--- src/common/cmp_cfg_pkg.sv ---
// Constants for the comparator configuration register bank
package cmp_cfg_pkg;

  // Register addresses on the special function register bus
  localparam logic [7:0] CMP0_MUX_ADDR  = 8'h9c;
  localparam logic [7:0] CMP1_MODE_ADDR = 8'h9e;
  localparam logic [7:0] CMP1_MUX_ADDR  = 8'h9f;

  // Reset values
  localparam logic [7:0] CMP1_MODE_RST = 8'h02;
  localparam logic [7:0] CMP_MUX_RST   = 8'h77;

  // Field positions in the mode register
  localparam int RISE_EN_BIT = 5;
  localparam int FALL_EN_BIT = 4;
  localparam int SPEED_LSB   = 0;

  // Field positions in the multiplexer registers
  localparam int POS_LSB = 0;
  localparam int NEG_LSB = 4;

  // Writable bits of the mode register
  localparam logic [7:0] CMP1_MODE_WMASK = 8'h33;

  // Pins per multiplexer side, highest pin code, and the highest code the small
  // package bonds
  localparam int          MUX_PINS      = 12;
  localparam logic [3:0]  MUX_LAST_CODE = 4'hb;
  localparam logic [3:0]  SMALL_LAST    = 4'h8;

endpackage

--- src/hw/cmp_cfg_regs.sv ---
// Comparator 1 mode and comparator input multiplexer register bank
`timescale 1ns/1ns

module cmp_cfg_regs
  import cmp_cfg_pkg::*;
#(
  parameter bit LARGE_PKG = 1'b1           // Package bonds P2.2..P2.7
)
(
  input  wire logic                clk,          // System clock 100 MHz
  input  wire logic                rst_n,        // Synchronous reset
  input  wire logic [7:0]          sfrAddr,      // Register address
  input  wire logic                sfrWr,        // Write strobe
  input  wire logic                sfrRd,        // Read strobe
  input  wire logic [7:0]          sfrWdata,     // Write data
  input  wire logic                riseEvt,      // Comparator 1 rising edge
  input  wire logic                fallEvt,      // Comparator 1 falling edge
  input  wire logic                riseFlagClr,  // Software clears rise flag
  input  wire logic                fallFlagClr,  // Software clears fall flag
  output logic [7:0]               sfrRdata,     // Read data, registered
  output logic                     cmp1Irq,      // Comparator 1 interrupt
  output logic                     cmp1RiseFlag, // Sticky rising-edge flag
  output logic                     cmp1FallFlag, // Sticky falling-edge flag
  output logic [1:0]               cmp1SpeedPowerSel, // Response mode
  output logic [MUX_PINS-1:0]      cmp0PosPins,  // One-hot even-pin select
  output logic [MUX_PINS-1:0]      cmp0NegPins,  // One-hot odd-pin select
  output logic [MUX_PINS-1:0]      cmp1PosPins,  // One-hot even-pin select
  output logic [MUX_PINS-1:0]      cmp1NegPins   // One-hot odd-pin select
);

  //--------------------------------------------------------------------
  // Register storage
  //--------------------------------------------------------------------
  logic [7:0] cmp1ModeReg_ff;
  logic [7:0] cmp0MuxReg_ff;
  logic [7:0] cmp1MuxReg_ff;
  logic       rdHit;
  logic [7:0] nxt_rdata;
  logic       wrMode;
  logic       wrMux0;
  logic       wrMux1;

  //--------------------------------------------------------------------
  // Write decode
  //--------------------------------------------------------------------
  // A write lands only where strobe and an exact address match coincide
  assign wrMode = sfrWr && (sfrAddr == CMP1_MODE_ADDR);
  assign wrMux0 = sfrWr && (sfrAddr == CMP0_MUX_ADDR);
  assign wrMux1 = sfrWr && (sfrAddr == CMP1_MUX_ADDR);

  // Unused mode bits are dropped on the way in, so they never read back
  always_ff @(posedge clk)
  begin
    if (!rst_n)
      cmp1ModeReg_ff <= CMP1_MODE_RST;
    else if (wrMode)
      cmp1ModeReg_ff <= sfrWdata & CMP1_MODE_WMASK;
  end

  // Each comparator owns its mux register; no write touches the other
  always_ff @(posedge clk)
  begin
    if (!rst_n)
      cmp0MuxReg_ff <= CMP_MUX_RST;
    else if (wrMux0)
      cmp0MuxReg_ff <= sfrWdata;
  end

  always_ff @(posedge clk)
  begin
    if (!rst_n)
      cmp1MuxReg_ff <= CMP_MUX_RST;
    else if (wrMux1)
      cmp1MuxReg_ff <= sfrWdata;
  end

  //--------------------------------------------------------------------
  // Read path
  //--------------------------------------------------------------------
  always_comb
  begin
    rdHit     = 1'b1;
    nxt_rdata = 8'h00;
    unique case (sfrAddr)
      CMP0_MUX_ADDR:  nxt_rdata = cmp0MuxReg_ff;
      CMP1_MODE_ADDR: nxt_rdata = cmp1ModeReg_ff & CMP1_MODE_WMASK;
      CMP1_MUX_ADDR:  nxt_rdata = cmp1MuxReg_ff;
      default:        rdHit     = 1'b0;
    endcase
  end

  always_ff @(posedge clk)
  begin
    if (!rst_n)
      sfrRdata <= 8'h00;
    else if (sfrRd)
      sfrRdata <= rdHit ? nxt_rdata : 8'h00;
  end

  //--------------------------------------------------------------------
  // Edge flags and interrupt gating
  //--------------------------------------------------------------------
  // Set wins over a clear arriving in the same cycle
  always_ff @(posedge clk)
  begin
    if (!rst_n)
      cmp1RiseFlag <= 1'b0;
    else
      cmp1RiseFlag <= riseEvt | (cmp1RiseFlag & ~riseFlagClr);
  end

  always_ff @(posedge clk)
  begin
    if (!rst_n)
      cmp1FallFlag <= 1'b0;
    else
      cmp1FallFlag <= fallEvt | (cmp1FallFlag & ~fallFlagClr);
  end

  always_ff @(posedge clk)
  begin
    if (!rst_n)
      cmp1Irq <= 1'b0;
    else
      cmp1Irq <= (cmp1RiseFlag & cmp1ModeReg_ff[RISE_EN_BIT])
               | (cmp1FallFlag & cmp1ModeReg_ff[FALL_EN_BIT]);
  end

  //--------------------------------------------------------------------
  // Static control outputs
  //--------------------------------------------------------------------
  // Outputs lag the register by one edge so the analog side sees a
  // clean, glitch-free level
  always_ff @(posedge clk)
  begin
    if (!rst_n)
      cmp1SpeedPowerSel <= CMP1_MODE_RST[SPEED_LSB +: 2];
    else
      cmp1SpeedPowerSel <= cmp1ModeReg_ff[SPEED_LSB +: 2];
  end

  cmp_pin_decode #(
    .PINS      (MUX_PINS),
    .LARGE_PKG (LARGE_PKG)
  ) i_cmp0_pos (
    .clk   (clk),
    .rst_n (rst_n),
    .code  (cmp0MuxReg_ff[POS_LSB +: 4]),
    .pins  (cmp0PosPins)
  );

  cmp_pin_decode #(
    .PINS      (MUX_PINS),
    .LARGE_PKG (LARGE_PKG)
  ) i_cmp0_neg (
    .clk   (clk),
    .rst_n (rst_n),
    .code  (cmp0MuxReg_ff[NEG_LSB +: 4]),
    .pins  (cmp0NegPins)
  );

  cmp_pin_decode #(
    .PINS      (MUX_PINS),
    .LARGE_PKG (LARGE_PKG)
  ) i_cmp1_pos (
    .clk   (clk),
    .rst_n (rst_n),
    .code  (cmp1MuxReg_ff[POS_LSB +: 4]),
    .pins  (cmp1PosPins)
  );

  cmp_pin_decode #(
    .PINS      (MUX_PINS),
    .LARGE_PKG (LARGE_PKG)
  ) i_cmp1_neg (
    .clk   (clk),
    .rst_n (rst_n),
    .code  (cmp1MuxReg_ff[NEG_LSB +: 4]),
    .pins  (cmp1NegPins)
  );

endmodule

// Turns one 4-bit mux code into a registered one-hot pin select
module cmp_pin_decode
  import cmp_cfg_pkg::*;
#(
  parameter int PINS      = MUX_PINS, // Pins on one side of a mux
  parameter bit LARGE_PKG = 1'b1      // Package bonds the top three pins
)
(
  input  wire logic            clk,   // System clock
  input  wire logic            rst_n, // Synchronous reset
  input  wire logic [3:0]      code,  // Stored selection code
  output logic [PINS-1:0]      pins   // One-hot pin select
);

  logic [PINS-1:0] nxt_pins;

  // Bit i is the i-th even pin on the positive side, the i-th odd pin on
  // the negative side; codes past the last or the bonded pins pick none
  always_comb
  begin
    nxt_pins = '0;
    if (code <= MUX_LAST_CODE && (LARGE_PKG || code <= SMALL_LAST))
      nxt_pins[code] = 1'b1;
  end

  always_ff @(posedge clk)
  begin
    if (!rst_n)
      pins <= '0;
    else
      pins <= nxt_pins;
  end

endmodule

--- config.mk ---
export PLATFORM = sky130hd
export DESIGN_NAME = cmp_cfg_regs
export DESIGN_NICKNAME = d
export VERILOG_FILES = /design/src/common/cmp_cfg_pkg.sv /design/src/hw/cmp_cfg_regs.sv
export SDC_FILE = /design/constraint.sdc
export NUM_CORES = 1
export LEC_CHECK = 0
export ABC_AREA = 1
export BUFFER_PORTS_ARGS = -buffer_cell sky130_fd_sc_hd__buf_2
export CAP_MARGIN = 20
export CORE_MARGIN = 1
export CORE_UTILIZATION = 25
export DETAILED_ROUTE_END_ITERATION = 10
export HOLD_SLACK_MARGIN = 0.12
export PLACE_DENSITY = 0.49
export REMOVE_ABC_BUFFERS = 1
export SLEW_MARGIN = 40
export SYNTH_ARGS = -nofsm -noshare
export SYNTH_HDL_FRONTEND = slang
export SYNTH_SLANG_ARGS = --single-unit
--- constraint.sdc ---
create_clock -name clk -period 3.3 [get_ports clk]
set_clock_uncertainty 0.1 [all_clocks]
set_input_delay 0.495 -clock clk [delete_from_list [all_inputs] [get_ports clk]]
set_output_delay 0.495 -clock clk [all_outputs]
set_load 0.005 [all_outputs]
==> flow_metrics.tcl <==
set metrics [dict create \
    setup_viol 0 \
    drc 0 \
    die_h_um 108 \
    rows 38 \
    htreeDepth 3 \
    hold_viol_final 0 \
    place_area_sq_um 3320 \
    cpLargestDelayFamily "buffers and inverters" \
    synth_area_sq_um 2800 \
    period_minus_slack_ns 1.64 \
    multi_input_area_sq_um 992 \
    dieArea_sq_um 11600 \
    dp_cells 530 \
    drive_gt1_share_pct 31.5 \
    grt_pass1_wl_um 10800 \
    relSlewSlack_pct 51.0 \
    status "complete, no violations" \
    postCtsHoldBufs 0 \
    timing.max_cap.violations 0 \
    grt_pass1_vias 2207 \
    crit_path_max_fanout 29 \
    antenna_found_initial 0 \
    path_clk_slew_ns 0.09 \
    synth_area_leader_cell "dfxtp_1" \
    worstMarginPinSlew_ns 0.734 \
    routabilityCongestion 0.800 \
    detail-route-antenna-nets 0 \
    fin_crit_sh_pct 49.7 \
    fill_cells 1196 \
    cts_tree "yes" \
    portBuffers 84 \
    clock_path_buffers 2 \
    drt-initial-drc-count 125 \
    slew_viol_final 0 \
    wl_per_cell_um 12.1 \
    post_cts_buffers 0 \
    yosysSeqAreaShare_pct 57.9 \
    gr-usage-all-layers_pct 12.4 \
    fin_nets 425 \
    numCtsBuffers 9 \
    viasPerCell 4.09 \
    seqCellArea_sq_um 1620 \
    ys_types 22 \
    core_sq_um 10900 \
    antenna_cells 0 \
    grt_start_max_net_pins 30 \
    ys_ff_latch 81 \
    grt_overflow 0 \
    stdcell_count 546 \
    synth_area_leaders "dfxtp_1 58%, nor2_1 7.8%, nand2_1 6.2%, nand3_1 5.9%, inv_1 3.6%" \
    syn_inst 315 \
    crit_buf_inv 2 \
    path_cells "buf_2 > inv_1 > or2_2" \
    io-pin-count 85 \
    initial_core_util_pct 25.7 \
    leakagePower_nw 1.66 \
    slowest_stage "inv_1" \
    power.density_nw_per_um2 508 \
    root_buffer "clkbuf_8" \
    slowest_delay_ns 0.47 \
    syn_to_final_growth_pct 25.8 \
    numClockSinks 81 \
    num_vias 2233 \
    die_w_um 108 \
    final_area_sq_um 3520 \
    first_pass_iters 4 \
    setup_tns_ns 0 \
    ir_drop_v 0.000219 \
    end_kind "register" \
    crit_required_ns 3.44 \
    cp-start-kind "primary input" \
    wl_um 6590 \
    clk-insertion-delay-late_ns 0.35 \
    yosysWarnings 0 \
    synth_top_area_share_pct 57.9 \
    critPathKind "in2reg" \
    avgSynthCellArea_sq_um 8.89 \
    min_path_type "in2reg" \
    cp.arrival_ns 1.78 \
    cts_resized 0 \
    fmax_mhz 610 \
    detailed_place_hpwl_um 5050 \
    rsz0062_at_grt "false" \
]
==> power by group <==
part / leakage (nW) / switching [W] / internal (W) / total (W)
Clock: 0.0966 / 0.000386 / 0.000356 / 0.000742
Sequential: 0.655 / 0.00000239 / 0.000982 / 0.000984
Combinational: 0.913 / 0.0000426 / 0.0000217 / 0.0000643
==> routing by layer <==
| metal | part of all wire (%) | wire length (um) | GRT usage, % | vias up |
|---|---|---|---|---|
| li1 | - | - | - | 1173 |
| met4 | 1.5 | 99 | 4.50 | 0 |
| met2 | 46 | 3020 | 19.7 | 51 |
| met3 | 4.9 | 324 | 4.12 | 10 |
| met5 | 0 | 0 | 0 | - |
| met1 | 48 | 3140 | 15.7 | 999 |
==> layout make-up <==
cell class,count,share of cell area [%]
clock inverters,7,2.17
well taps,140,4.97
clock buffers,9,3.52
repair buffers,84,11.9
flip-flops and latches,81,46.0
multi-input cells,195,28.2
inverters,30,3.20
==> synth_stat cells <==
library cell and number:
dfxtp_1 81, nor2_1 58, nand2_1 46, nand3_1 33, inv_1 27, a21oi_1 14
a21oi_2 8, nand3_2 8, o21ai_0 8, buf_2 6, o21ai_1 6, o211ai_1 4
or2_2 3, buf_6 2, inv_2 2, nor2_4 2, nor2_8 2, buf_12 1
clkinv_1 1, nand2_2 1, nand2_4 1, nand3_4 1
==> worst min-delay path, stage by stage <==
cell	delay [ns]
buf_2	0.08
nor2_1	0.04
nor2_1	0.07
==> registers in the layout, summed over array words and instances (netlist names), 2 cells and up <==
register	flops
i_cmp0_neg.pins	12
i_cmp0_pos.pins	12
i_cmp1_neg.pins	12
i_cmp1_pos.pins	12
cmp0MuxReg_ff	8
cmp1MuxReg_ff	8
sfrRdata	8
cmp1ModeReg_ff	4
cmp1SpeedPowerSel	2
==> final timing paths <==
path / slack (ns) / start / endpoint / depth (start not counted)
hold / removal: 0.25 / fallEvt / cmp1FallFlag / 3
hold reg to reg: 0.38 / sfrRdata[6] / sfrRdata[6] / 2
setup reg to reg: 2.28 / cmp1MuxReg_ff[0] / sfrRdata[0] / 4
setup / recovery: 1.66 / rst_n / cmp1SpeedPowerSel[1] / 3
==> cell usage in the layout (no fill, tap or decap) <==
cell type,netlist,final
o21ai_1,6,6
clkinvlp_4,0,2
nor2_4,2,2
nand3_4,1,1
nand2_1,46,46
nor2_1,58,58
clkinv_1,1,1
nor2_8,2,2
nand3_2,8,8
nand3_1,33,33
or2_2,3,3
buf_2,6,84
inv_2,2,2
dfxtp_1,81,81
inv_6,0,3
nand2_4,1,1
clkbuf_8,0,9
clkinv_2,0,1
o21ai_0,8,8
a21oi_2,8,8
o211ai_1,4,4
inv_1,27,27
bufinv_16,0,1
nand2_2,1,1
a21oi_1,14,14
==> per-stage QoR <==
| stage | total power, W | setup WS, ns | hold WS, ns | util [%] |
|---|---|---|---|---|
| CTS | 0.00181 | 1.64 | 0.245 | 32.3 |
| global placement | 0.00107 | 1.33 | 0.375 | 30.5 |
| detailed placement | 0.00107 | 1.26 | 0.368 | 30.5 |
| global route | 0.00187 | 1.55 | 0.243 | 32.3 |
| finish | 0.00179 | 1.66 | 0.251 | 32.3 |
| floorplan | 0.00104 | 1.69 | 0.320 | - |
==> cell families after synthesis <==
group,count (synthesis),synth area share [%]
buf+inv,39,6.62
flops,81,57.9
simple gates,155,26.9
compound gates,40,8.58
(Power assumes the default switching activity.)
